File: src/pcrc_params.svh
// constants for the clock generator and reset control block
// assumes inclusion by the package only; the modules see its macros from there
`ifndef PCRC_PARAMS_SVH
`define PCRC_PARAMS_SVH

// register byte offsets
`define PCRC_CTRL_OFS      12'h000
`define PCRC_STAT_OFS      12'h004

// control register fields and reset value
`define PCRC_CTRL_DIV_LSB  0
`define PCRC_CTRL_DIV_MSB  1
`define PCRC_CTRL_COMPAT   2
`define PCRC_CTRL_RST      3'h0

// status register fields
`define PCRC_STAT_MODE_LSB 0
`define PCRC_STAT_MODE_MSB 1
`define PCRC_STAT_LOCKED   2
`define PCRC_STAT_X5_USE   3
`define PCRC_STAT_REF_OK   4
`define PCRC_STAT_ACQ      5
`define PCRC_STAT_STOPPED  6
`define PCRC_STAT_IN_RST   7
`define PCRC_STAT_BUS_LSB  8
`define PCRC_STAT_BUS_MSB  9
`define PCRC_STAT_CNT_LSB  16
`define PCRC_STAT_CNT_MSB  23

// multiplier and lock counter
`define PCRC_MULT          4'h5
`define PCRC_LOCK_LAST     8'hff

// divider and bus drain
`define PCRC_SIXTEENTH_LAST 4'hf
`define PCRC_DRAIN_CYC     4'ha

// reference watchdog, pclk cycles without a reference rise
`define PCRC_REF_LOST_CYC  255

`endif

File: src/pcrc_pkg.sv
// types shared by the clock generator and reset control block
// assumes pcrc_params.svh is on the include path
package pcrc_pkg;
`include "pcrc_params.svh"

   // code is {mode select low, mode select high}
   typedef enum logic [1:0] {
      PCRC_MODE_STATIC = 2'b00,
      PCRC_MODE_HALF   = 2'b01,
      PCRC_MODE_UNITY  = 2'b10,
      PCRC_MODE_X5     = 2'b11
   } pcrc_mode_t;

   typedef enum logic [1:0] {
      PCRC_DIV_FULL      = 2'b00,
      PCRC_DIV_SIXTEENTH = 2'b01,
      PCRC_DIV_STOP      = 2'b10,
      PCRC_DIV_SPARE     = 2'b11
   } pcrc_div_t;

   typedef enum logic [1:0] {
      PCRC_BUS_RUN   = 2'b00,
      PCRC_BUS_DRAIN = 2'b01,
      PCRC_BUS_FLOAT = 2'b10
   } pcrc_bus_t;

   typedef struct packed {
      logic        rise;
      logic        present;
      logic        acquired;
      logic [11:0] period;
   } pcrc_ref_t;

endpackage : pcrc_pkg

File: src/pcrc_top.sv
// clock generator and reset control: reference merge, x5 multiplier
// with lock counter, divider, phase clocks and reset bus drain
// assumes all pins synchronous to pclk; registers reached over apb
//
// Local design decisions: the address map and the APB slave port.
`timescale 1ns/1ps

module pcrc_top
   import pcrc_pkg::*;
#(
   parameter int NUM_INT  = 4,
   parameter int LOST_CYC = `PCRC_REF_LOST_CYC
) (
   input  wire logic               pclk,
   input  wire logic               presetn,
   input  wire logic [11:0]        paddr,
   input  wire logic               psel,
   input  wire logic               penable,
   input  wire logic               pwrite,
   input  wire logic [31:0]        pwdata,
   output logic      [31:0]        prdata,
   output logic                    pready,
   output logic                    pslverr,
   input  wire logic               crystal_input,
   input  wire logic               external_reference_input,
   input  wire logic               clock_mode_select_low,
   input  wire logic               clock_mode_select_high,
   input  wire logic               device_reset_n,
   input  wire logic [NUM_INT-1:0] external_interrupt_n,
   input  wire logic               output_float_request_n,
   input  wire logic               bus_access_pending,
   output logic                    crystal_drive_output,
   output logic                    multiplier_power_on,
   output logic                    phase_clock_one,
   output logic                    phase_clock_three,
   output logic                    clock_out_oe,
   output logic                    bus_pins_oe,
   output logic                    bus_access_end,
   output logic                    core_in_reset
);
   function automatic logic addr_is(input logic [11:0] a, input logic [11:0] ofs);
      addr_is = (a == ofs);
   endfunction : addr_is

   pcrc_ref_t  ref_info;
   pcrc_mode_t mode;
   pcrc_div_t  div_sel_ff;
   pcrc_bus_t  bus_st_ff;
   pcrc_bus_t  nxt_bus_st;
   logic       compat_ff;
   logic       rst_n_ff;
   logic       rst_prev_ff;
   logic       rst_fall;
   logic       wake;
   logic       wr_en;
   logic [11:0] acc_ff;
   logic [12:0] acc_sum;
   logic       x5_tick;
   logic       half_tog_ff;
   logic       half_tick;
   logic [7:0] lock_cnt_ff;
   logic       lock_done_ff;
   logic       x5_use_ff;
   logic       lock_adv;
   logic       mult_tick;
   logic       core_tick;
   logic       phase_one_ff;
   logic       phase_three_ff;
   logic       oe_clr_n;
   logic       clk_oe_ff;
   logic       bus_oe_ff;
   logic [3:0] drain_cnt_ff;
   logic       drain_done;
   logic       end_ff;
   logic       in_rst_ff;
   logic       crystal_drive_output_ff;
   logic       pwr_ff;
   logic [31:0] prdata_ff;
   logic       pready_ff;
   logic       pslverr_ff;
   logic [31:0] stat;

   pcrc_ref_front #(
      .LOST_CYC                 (LOST_CYC)
   ) u_ref (
      .pclk                     (pclk),
      .presetn                  (presetn),
      .crystal_input            (crystal_input),
      .external_reference_input (external_reference_input),
      .ref_info                 (ref_info)
   );

   // mode pins are static in operation, so no resync is needed
   assign mode = pcrc_mode_t'({clock_mode_select_low, clock_mode_select_high});

   // device reset pin, edge found on registered copies
   always_ff @(posedge pclk or negedge presetn) begin
      if (!presetn) begin
         rst_n_ff    <= 1'b0;
         rst_prev_ff <= 1'b0;
      end else begin
         rst_n_ff    <= device_reset_n;
         rst_prev_ff <= rst_n_ff;
      end
   end

   assign rst_fall = rst_prev_ff & ~rst_n_ff;

   // five output periods per reference period by rate accumulation
   assign acc_sum = {1'b0, acc_ff} + 13'(`PCRC_MULT);
   assign x5_tick = ref_info.acquired && (acc_sum >= {1'b0, ref_info.period});

   always_ff @(posedge pclk or negedge presetn) begin
      if (!presetn)
         acc_ff <= 12'h000;
      else if (!ref_info.acquired)
         acc_ff <= 12'h000;
      else if (x5_tick)
         acc_ff <= 12'(acc_sum - {1'b0, ref_info.period});
      else
         acc_ff <= acc_sum[11:0];
   end

   // half-reference clock, used by the half mode and during lock
   always_ff @(posedge pclk or negedge presetn) begin
      if (!presetn)
         half_tog_ff <= 1'b0;
      else if (ref_info.rise)
         half_tog_ff <= ~half_tog_ff;
   end

   assign half_tick = ref_info.rise & half_tog_ff;

   // lock counter frozen in reset or without reference
   assign lock_adv = (mode == PCRC_MODE_X5) && rst_n_ff && ref_info.rise
                     && ref_info.present && !lock_done_ff;

   // done is sticky, so later resets do not restart it
   always_ff @(posedge pclk or negedge presetn) begin
      if (!presetn) begin
         lock_cnt_ff  <= 8'h00;
         lock_done_ff <= 1'b0;
      end else if (lock_adv) begin
         lock_cnt_ff <= lock_cnt_ff + 8'h01;
         if (lock_cnt_ff == `PCRC_LOCK_LAST)
            lock_done_ff <= 1'b1;
      end
   end

   // x5 engaged only on a half-rate boundary, so no short pulse
   always_ff @(posedge pclk or negedge presetn) begin
      if (!presetn)
         x5_use_ff <= 1'b0;
      else if (mode != PCRC_MODE_X5)
         x5_use_ff <= 1'b0;
      else if (lock_done_ff && half_tick)
         x5_use_ff <= 1'b1;
   end

   always_comb begin
      case (mode)
         PCRC_MODE_HALF: mult_tick = half_tick;
         PCRC_MODE_X5:   mult_tick = x5_use_ff ? x5_tick : half_tick;
         default:        mult_tick = ref_info.rise;
      endcase
   end

   // wake from clock stop on any low reset or interrupt pin
   assign wake  = (div_sel_ff == PCRC_DIV_STOP)
                  && (!rst_n_ff || (external_interrupt_n != {NUM_INT{1'b1}}));
   assign wr_en = psel && penable && pwrite && pready_ff
                  && addr_is(paddr, `PCRC_CTRL_OFS);

   // hardware clearing beats a software write in the same cycle
   always_ff @(posedge pclk or negedge presetn) begin
      if (!presetn) begin
         div_sel_ff <= pcrc_div_t'(`PCRC_CTRL_RST >> `PCRC_CTRL_DIV_LSB);
         compat_ff  <= 1'b0;
      end else if (rst_fall || wake) begin
         div_sel_ff <= PCRC_DIV_FULL;
      end else if (wr_en) begin
         div_sel_ff <= pcrc_div_t'(pwdata[`PCRC_CTRL_DIV_MSB:`PCRC_CTRL_DIV_LSB]);
         compat_ff  <= pwdata[`PCRC_CTRL_COMPAT];
      end
   end

   pcrc_rate_div u_div (
      .pclk        (pclk),
      .presetn     (presetn),
      .tick_in     (mult_tick),
      .div_sel     (div_sel_ff),
      .compat_div2 (compat_ff),
      .sync_load   (rst_fall),
      .sync_phase  (phase_one_ff),
      .tick_out    (core_tick)
   );

   // two non-overlapping phases approximated as complements
   always_ff @(posedge pclk or negedge presetn) begin
      if (!presetn) begin
         phase_one_ff   <= 1'b0;
         phase_three_ff <= 1'b1;
      end else if (core_tick) begin
         phase_one_ff   <= ~phase_one_ff;
         phase_three_ff <= phase_one_ff;
      end
   end

   // oscillator feedback and multiplier power follow the mode
   always_ff @(posedge pclk or negedge presetn) begin
      if (!presetn) begin
         crystal_drive_output_ff <= 1'b0;
         pwr_ff  <= 1'b0;
      end else begin
         crystal_drive_output_ff <= (mode != PCRC_MODE_STATIC) && !crystal_input;
         pwr_ff  <= (mode == PCRC_MODE_X5);
      end
   end

   // bus drain: pending access gets up to ten core cycles
   assign drain_done = !bus_access_pending
                       || (core_tick && drain_cnt_ff == (`PCRC_DRAIN_CYC - 4'h1));

   always_comb begin
      nxt_bus_st = bus_st_ff;
      case (bus_st_ff)
         PCRC_BUS_RUN: begin
            if (!rst_n_ff)
               nxt_bus_st = output_float_request_n ? PCRC_BUS_DRAIN : PCRC_BUS_FLOAT;
         end
         PCRC_BUS_DRAIN: begin
            if (!output_float_request_n || drain_done)
               nxt_bus_st = PCRC_BUS_FLOAT;
            else if (rst_n_ff)
               nxt_bus_st = PCRC_BUS_RUN;
         end
         PCRC_BUS_FLOAT: begin
            if (rst_n_ff)
               nxt_bus_st = PCRC_BUS_RUN;
         end
         default: nxt_bus_st = PCRC_BUS_FLOAT;
      endcase
   end

   always_ff @(posedge pclk or negedge presetn) begin
      if (!presetn) begin
         bus_st_ff    <= PCRC_BUS_FLOAT;
         drain_cnt_ff <= 4'h0;
         end_ff       <= 1'b1;
         in_rst_ff    <= 1'b1;
      end else begin
         bus_st_ff <= nxt_bus_st;
         end_ff    <= (nxt_bus_st != PCRC_BUS_RUN);
         in_rst_ff <= !rst_n_ff;
         if (bus_st_ff != PCRC_BUS_DRAIN)
            drain_cnt_ff <= 4'h0;
         else if (core_tick)
            drain_cnt_ff <= drain_cnt_ff + 4'h1;
      end
   end

   // float request clears enables with no clock edge needed
   assign oe_clr_n = presetn & output_float_request_n;

   always_ff @(posedge pclk or negedge oe_clr_n) begin
      if (!oe_clr_n) begin
         clk_oe_ff <= 1'b0;
         bus_oe_ff <= 1'b0;
      end else begin
         clk_oe_ff <= 1'b1;
         bus_oe_ff <= (nxt_bus_st == PCRC_BUS_RUN);
      end
   end

   // status word
   always_comb begin
      stat = 32'h0000_0000;
      stat[`PCRC_STAT_MODE_MSB:`PCRC_STAT_MODE_LSB] = mode;
      stat[`PCRC_STAT_LOCKED]  = lock_done_ff;
      stat[`PCRC_STAT_X5_USE]  = x5_use_ff;
      stat[`PCRC_STAT_REF_OK]  = ref_info.present;
      stat[`PCRC_STAT_ACQ]     = ref_info.acquired;
      stat[`PCRC_STAT_STOPPED] = (div_sel_ff == PCRC_DIV_STOP);
      stat[`PCRC_STAT_IN_RST]  = in_rst_ff;
      stat[`PCRC_STAT_BUS_MSB:`PCRC_STAT_BUS_LSB] = bus_st_ff;
      stat[`PCRC_STAT_CNT_MSB:`PCRC_STAT_CNT_LSB] = lock_cnt_ff;
   end

   // apb: read data and error captured in the setup cycle, no wait states
   always_ff @(posedge pclk or negedge presetn) begin
      if (!presetn) begin
         prdata_ff  <= 32'h0000_0000;
         pready_ff  <= 1'b0;
         pslverr_ff <= 1'b0;
      end else begin
         pready_ff <= 1'b1;
         if (psel && !penable) begin
            if (addr_is(paddr, `PCRC_CTRL_OFS)) begin
               prdata_ff  <= {29'h0000_0000, compat_ff, div_sel_ff};
               pslverr_ff <= 1'b0;
            end else if (addr_is(paddr, `PCRC_STAT_OFS)) begin
               prdata_ff  <= pwrite ? 32'h0000_0000 : stat;
               pslverr_ff <= pwrite;
            end else begin
               prdata_ff  <= 32'h0000_0000;
               pslverr_ff <= 1'b1;
            end
         end
      end
   end

   assign prdata               = prdata_ff;
   assign pready               = pready_ff;
   assign pslverr              = pslverr_ff;
   assign crystal_drive_output = crystal_drive_output_ff;
   assign multiplier_power_on  = pwr_ff;
   assign phase_clock_one      = phase_one_ff;
   assign phase_clock_three    = phase_three_ff;
   assign clock_out_oe         = clk_oe_ff;
   assign bus_pins_oe          = bus_oe_ff;
   assign bus_access_end       = end_ff;
   assign core_in_reset        = in_rst_ff;
endmodule : pcrc_top

File: src/pcrc_ref_front.sv
// reference front end: merges the two reference inputs, finds rising
// edges, measures the period and watches for a missing reference
// assumes reference inputs are synchronous to pclk
`timescale 1ns/1ps
module pcrc_ref_front
   import pcrc_pkg::*;
#(
   parameter int LOST_CYC = `PCRC_REF_LOST_CYC
) (
   input  wire logic      pclk,
   input  wire logic      presetn,
   input  wire logic      crystal_input,
   input  wire logic      external_reference_input,
   output pcrc_ref_t      ref_info
);
   logic        ref_lvl_ff;
   logic        ref_prev_ff;
   logic [11:0] cnt_ff;
   logic [11:0] period_ff;
   logic [1:0]  edges_ff;
   logic        rise;

   // unused input is grounded, so the xor passes the active one
   always_ff @(posedge pclk or negedge presetn) begin
      if (!presetn) begin
         ref_lvl_ff  <= 1'b0;
         ref_prev_ff <= 1'b0;
      end else begin
         ref_lvl_ff  <= crystal_input ^ external_reference_input;
         ref_prev_ff <= ref_lvl_ff;
      end
   end

   assign rise = ref_lvl_ff & ~ref_prev_ff;

   // period tracking continues after acquisition
   always_ff @(posedge pclk or negedge presetn) begin
      if (!presetn) begin
         cnt_ff    <= 12'h000;
         period_ff <= 12'h000;
         edges_ff  <= 2'h0;
      end else if (rise) begin
         cnt_ff    <= 12'h000;
         period_ff <= cnt_ff + 12'h001;
         if (edges_ff != 2'h2)
            edges_ff <= edges_ff + 2'h1;
      end else begin
         if (cnt_ff != 12'hfff)
            cnt_ff <= cnt_ff + 12'h001;
         if (cnt_ff >= 12'(LOST_CYC))
            edges_ff <= 2'h0;
      end
   end

   assign ref_info.rise     = rise;
   assign ref_info.present  = (cnt_ff < 12'(LOST_CYC)) && (edges_ff != 2'h0);
   assign ref_info.acquired = (edges_ff == 2'h2);
   assign ref_info.period   = period_ff;
endmodule : pcrc_ref_front

File: src/pcrc_rate_div.sv
// core clock divider: full, sixteenth or stopped, then an optional
// further halving; emits one pulse per output clock period
// assumes tick_in is a one-cycle pulse per multiplier output period
`timescale 1ns/1ps
module pcrc_rate_div
   import pcrc_pkg::*;
(
   input  wire logic      pclk,
   input  wire logic      presetn,
   input  wire logic      tick_in,
   input  pcrc_div_t      div_sel,
   input  wire logic      compat_div2,
   input  wire logic      sync_load,
   input  wire logic      sync_phase,
   output logic           tick_out
);
   logic [3:0] pre_ff;
   logic       half_ff;
   logic       pre_tick;

   always_comb begin
      case (div_sel)
         PCRC_DIV_SIXTEENTH: pre_tick = tick_in && (pre_ff == `PCRC_SIXTEENTH_LAST);
         PCRC_DIV_STOP:      pre_tick = 1'b0;
         default:            pre_tick = tick_in;
      endcase
   end

   always_ff @(posedge pclk or negedge presetn) begin
      if (!presetn)
         pre_ff <= 4'h0;
      else if (sync_load)
         pre_ff <= 4'h0;
      else if (tick_in && div_sel != PCRC_DIV_STOP)
         pre_ff <= pre_ff + 4'h1;
   end

   // phase taken at the reset fall keeps the halved clock continuous
   always_ff @(posedge pclk or negedge presetn) begin
      if (!presetn)
         half_ff <= 1'b0;
      else if (sync_load)
         half_ff <= sync_phase;
      else if (pre_tick)
         half_ff <= ~half_ff;
   end

   assign tick_out = compat_div2 ? (pre_tick & half_ff) : pre_tick;
endmodule : pcrc_rate_div

File: config.mk
export PLATFORM = sky130hd
export DESIGN_NAME = pcrc_top
export DESIGN_NICKNAME = d
export VERILOG_FILES = /design/src/pcrc_pkg.sv /design/src/pcrc_top.sv /design/src/pcrc_ref_front.sv /design/src/pcrc_rate_div.sv
export VERILOG_INCLUDE_DIRS = /design/src
export SDC_FILE = /design/constraint.sdc
export NUM_CORES = 1
export LEC_CHECK = 0
export ABC_AREA = 1
export BUFFER_PORTS_ARGS = -buffer_cell sky130_fd_sc_hd__buf_2
export CORE_MARGIN = 3
export CORE_UTILIZATION = 55
export DETAILED_ROUTE_END_ITERATION = 10
export PLACE_DENSITY = 0.89
export REMOVE_ABC_BUFFERS = 1
export SYNTH_ARGS = -nofsm -noshare
export SYNTH_HDL_FRONTEND = slang
export SYNTH_SLANG_ARGS = --single-unit
File: constraint.sdc
create_clock -name pclk -period 3.8 [get_ports pclk]
set_input_delay 1.14 -clock pclk [delete_from_list [all_inputs] [get_ports pclk]]
set_output_delay 1.14 -clock pclk [all_outputs]
set_load 0.02 [all_outputs]
==> metrics.yaml <==
cp.required_ns: 4.06
clockBufferDepth: 2
ys_seq_area_share_pct: 47.0
p_leak_nw: 2.90
num-fill-cells: 703
routed-via-count: 4002
setup_tns_ns: 0
final_cell_mix: "92 x nand2_1, 91 x dfrtp_1, 88 x inv_1"
initial_core_util_pct: 57.2
pwr-share-comb_pct: 38.4
detail-route-antenna-nets: 0
multiInputGateArea_um2: 2260
cp_max_fo: 7
syn_inst: 583
synth_flop_cell: "dfrtp_1"
synth_top_cell_area_share_pct: 45.0
synthTopCellsByArea: "dfrtp_1 45%, nand2_1 6.8%, inv_1 6.5%"
antenna_found_initial: 0
fin_crit_ns: 3.23
die_x_um: 102
wire_per_inst_um: 13.3
swShare_pct: 37.7
hpwlAfterDp_mm: 7.83
clock-root-buffer: "clkbuf_8"
cts_buffers: 9
ir_drop_v: 0.000345
grt_pass1_wl_mm: 17.2
hold_class: "flop to flop"
grt_pass1_vias: 3968
powerDensity_nw_per_um2: 562
place.gp.congestion: 0.939
clk_pin_slew_ns: 0.09
seqCellArea_um2: 2380
yosysTopAreaCell: "dfrtp_1"
nets: 731
path_class: "flop to flop"
vias_per_cell: 5.26
clock.fmax_mhz: 310
setup_violations: 0
coreArea_um2: 8850
relSlewSlack_pct: 65.1
worstPathArrival_ns: 3.50
tritoncts: "yes"
grt_max_degree: 42
final_common_cell: "nand2_1"
clkPwrFrac_pct: 23.3
drive_above_1_share_pct: 17.3
dr.pass1.iters: 6
clkLatencyLatePin_ns: 0.36
fin_area_um2: 5670
numPortBuffers: 58
yosysWarningCount: 0
synth_edf_count: 0
areaGrowthSynthToFinish_pct: 12.0
whs_ns: 0.378
internal-power_w: 0.00199
cts_resized: 0
track_usage_pct: 20.7
antenna_cells: 0
switchingPower_w: 0.00120
period_share_pct: 85.0
synthesis.area_um2: 5060
detailedRoute.firstIterationViolations: 270
synth_area_per_cell_um2: 8.69
cp-start-kind: "flop"
cts_sinks: 95
post_cts_buffers: 0
power_frac_seq_pct: 38.3
drc: 0
finalHoldViolCount: 0
die-area_um2: 10400
overflow: 0
ctsHoldBuffers: 0
status: "completed"
ys_types: 42
htreeDepth: 3
cp-end-kind: "flop"
max_cap_viol_count: 0
drt-total-wl_mm: 10.2
ys_ff_latch: 95
slew_viol_final: 0
tightest_slew_ns: 0.522
core.rowCount: 34
die_h_um: 102
fin_skew_ns: 0.0138
ios: 102
placed_area_um2: 5440
synthArstFlopShare_pct: 100
rsz0062_at_grt: "no"
## logic make-up after synthesis
| family | synth area share [%] |
|---|---|
| AOI/OAI and AO/OA | 12.3 |
| and+or+nand+nor | 19.0 |
| adders and majority gates | 5.83 |
| xor gates and xnor gates | 6.23 |
| buffers and inverters | 9.44 |
| other | 0.148 |
| DFF | 47.0 |
## state kept, by name, summed over array words and instances, names as in the netlist, 2 cells and up
signal / count
drain_cnt_ff: 4
acc_ff: 12
bus_st_ff: 2
u_ref.cnt_ff: 12
u_div.pre_ff: 4
lock_cnt_ff: 8
div_sel_ff: 2
u_ref.edges_ff: 2
prdata: 18
u_ref.period_ff: 12
## path summary, 6_finish.rpt
check	startpoint	endpoint	slack, ns	cells past startpoint
worst max-delay path	acc_ff[0]	bus_pins_oe	0.57	19
worst min-delay path	u_ref.ref_lvl_ff	u_ref.ref_prev_ff	0.38	0
worst max register to register	acc_ff[0]	bus_pins_oe	0.57	19
worst min register to register	u_ref.ref_lvl_ff	u_ref.ref_prev_ff	0.38	0
max in group asynchronous	presetn	phase_clock_three	2.29	2
min in group asynchronous	output_float_request_n	bus_pins_oe	0.65	3
## metal layers
metal	vias up	GRT usage, %	wire (µm)
li1	1979	-	-
met4	0	6.16	204
met3	18	4.71	620
met2	133	36.1	5060
met5	-	0	0
met1	1872	25.7	4270
## cell usage after synthesis (2+ instances only)
cell type	number
dfrtp_1	91
nand2_1	92
ha_1	22
dfstp_2	4
nor2_2	4
nor4_1	3
a21oi_1	31
clkbuf_1	8
a211oi_1	3
nor2_1	40
inv_1	88
nand3_1	26
buf_4	14
nand3b_4	2
a31oi_1	2
or2_2	4
conb_1	2
o21ai_0	63
inv_2	2
o211ai_1	3
nor3_1	6
nand4_1	8
nand3_2	4
o31ai_1	2
nand3b_1	2
nand2_2	7
xor2_1	26
xnor2_1	10
## power groups by stage
stage | registers [W] | logic, W | clock network (W)
after floorplan | 0.00125 | 0.000891 | 0
after global placement | 0.00123 | 0.00115 | 0
after detailed placement | 0.00124 | 0.00121 | 0
after CTS | 0.00122 | 0.00121 | 0.000754
after global routing | 0.00123 | 0.00140 | 0.000789
final | 0.00122 | 0.00122 | 0.000742
## per-stage QoR
| step | total power (W) | utilization [%] | std cells | setup slack (ns) |
|---|---|---|---|---|
| 5_1_grt | 0.00342 | 64.1 | 761 | 0.248 |
| 6_report | 0.00319 | 64.1 | 761 | 0.569 |
| 4_1_cts | 0.00319 | 64.1 | 761 | 0.549 |
| 3_3_place_gp | 0.00238 | 61.5 | 745 | 0.697 |
| 2_1_floorplan | 0.00214 | - | 574 | 0.869 |
| 3_5_place_dp | 0.00244 | 61.5 | 745 | 0.573 |
## critical path, stage by stage, from the launching register on
cell and delay, ns:
dfrtp_1 0.43, nand2_1 0.10, a2111oi_2 0.44, nand3_1 0.18
nand3b_1 0.22, xnor2_1 0.16, ha_1 0.30, inv_1 0.06
nor2_1 0.16, nand3_2 0.10, nand3_2 0.09, nand2_2 0.11
nand2_2 0.09, nand2_2 0.08, nand2_2 0.09, nand4_4 0.14
o21ai_2 0.17, nand2_1 0.06, nand2_1 0.10, nor2_1 0.04
## layout make-up
cell class / count / area share (%)
Inverter: 90 / 5.96
Sequential cell: 95 / 42.0
Tap cell: 108 / 2.38
Multi-Input combinational cell: 389 / 39.8
Clock buffer: 10 / 2.43
Clock inverter: 6 / 1.63
Timing Repair Buffer: 63 / 5.82
Power figures use the tool's default switching activity.
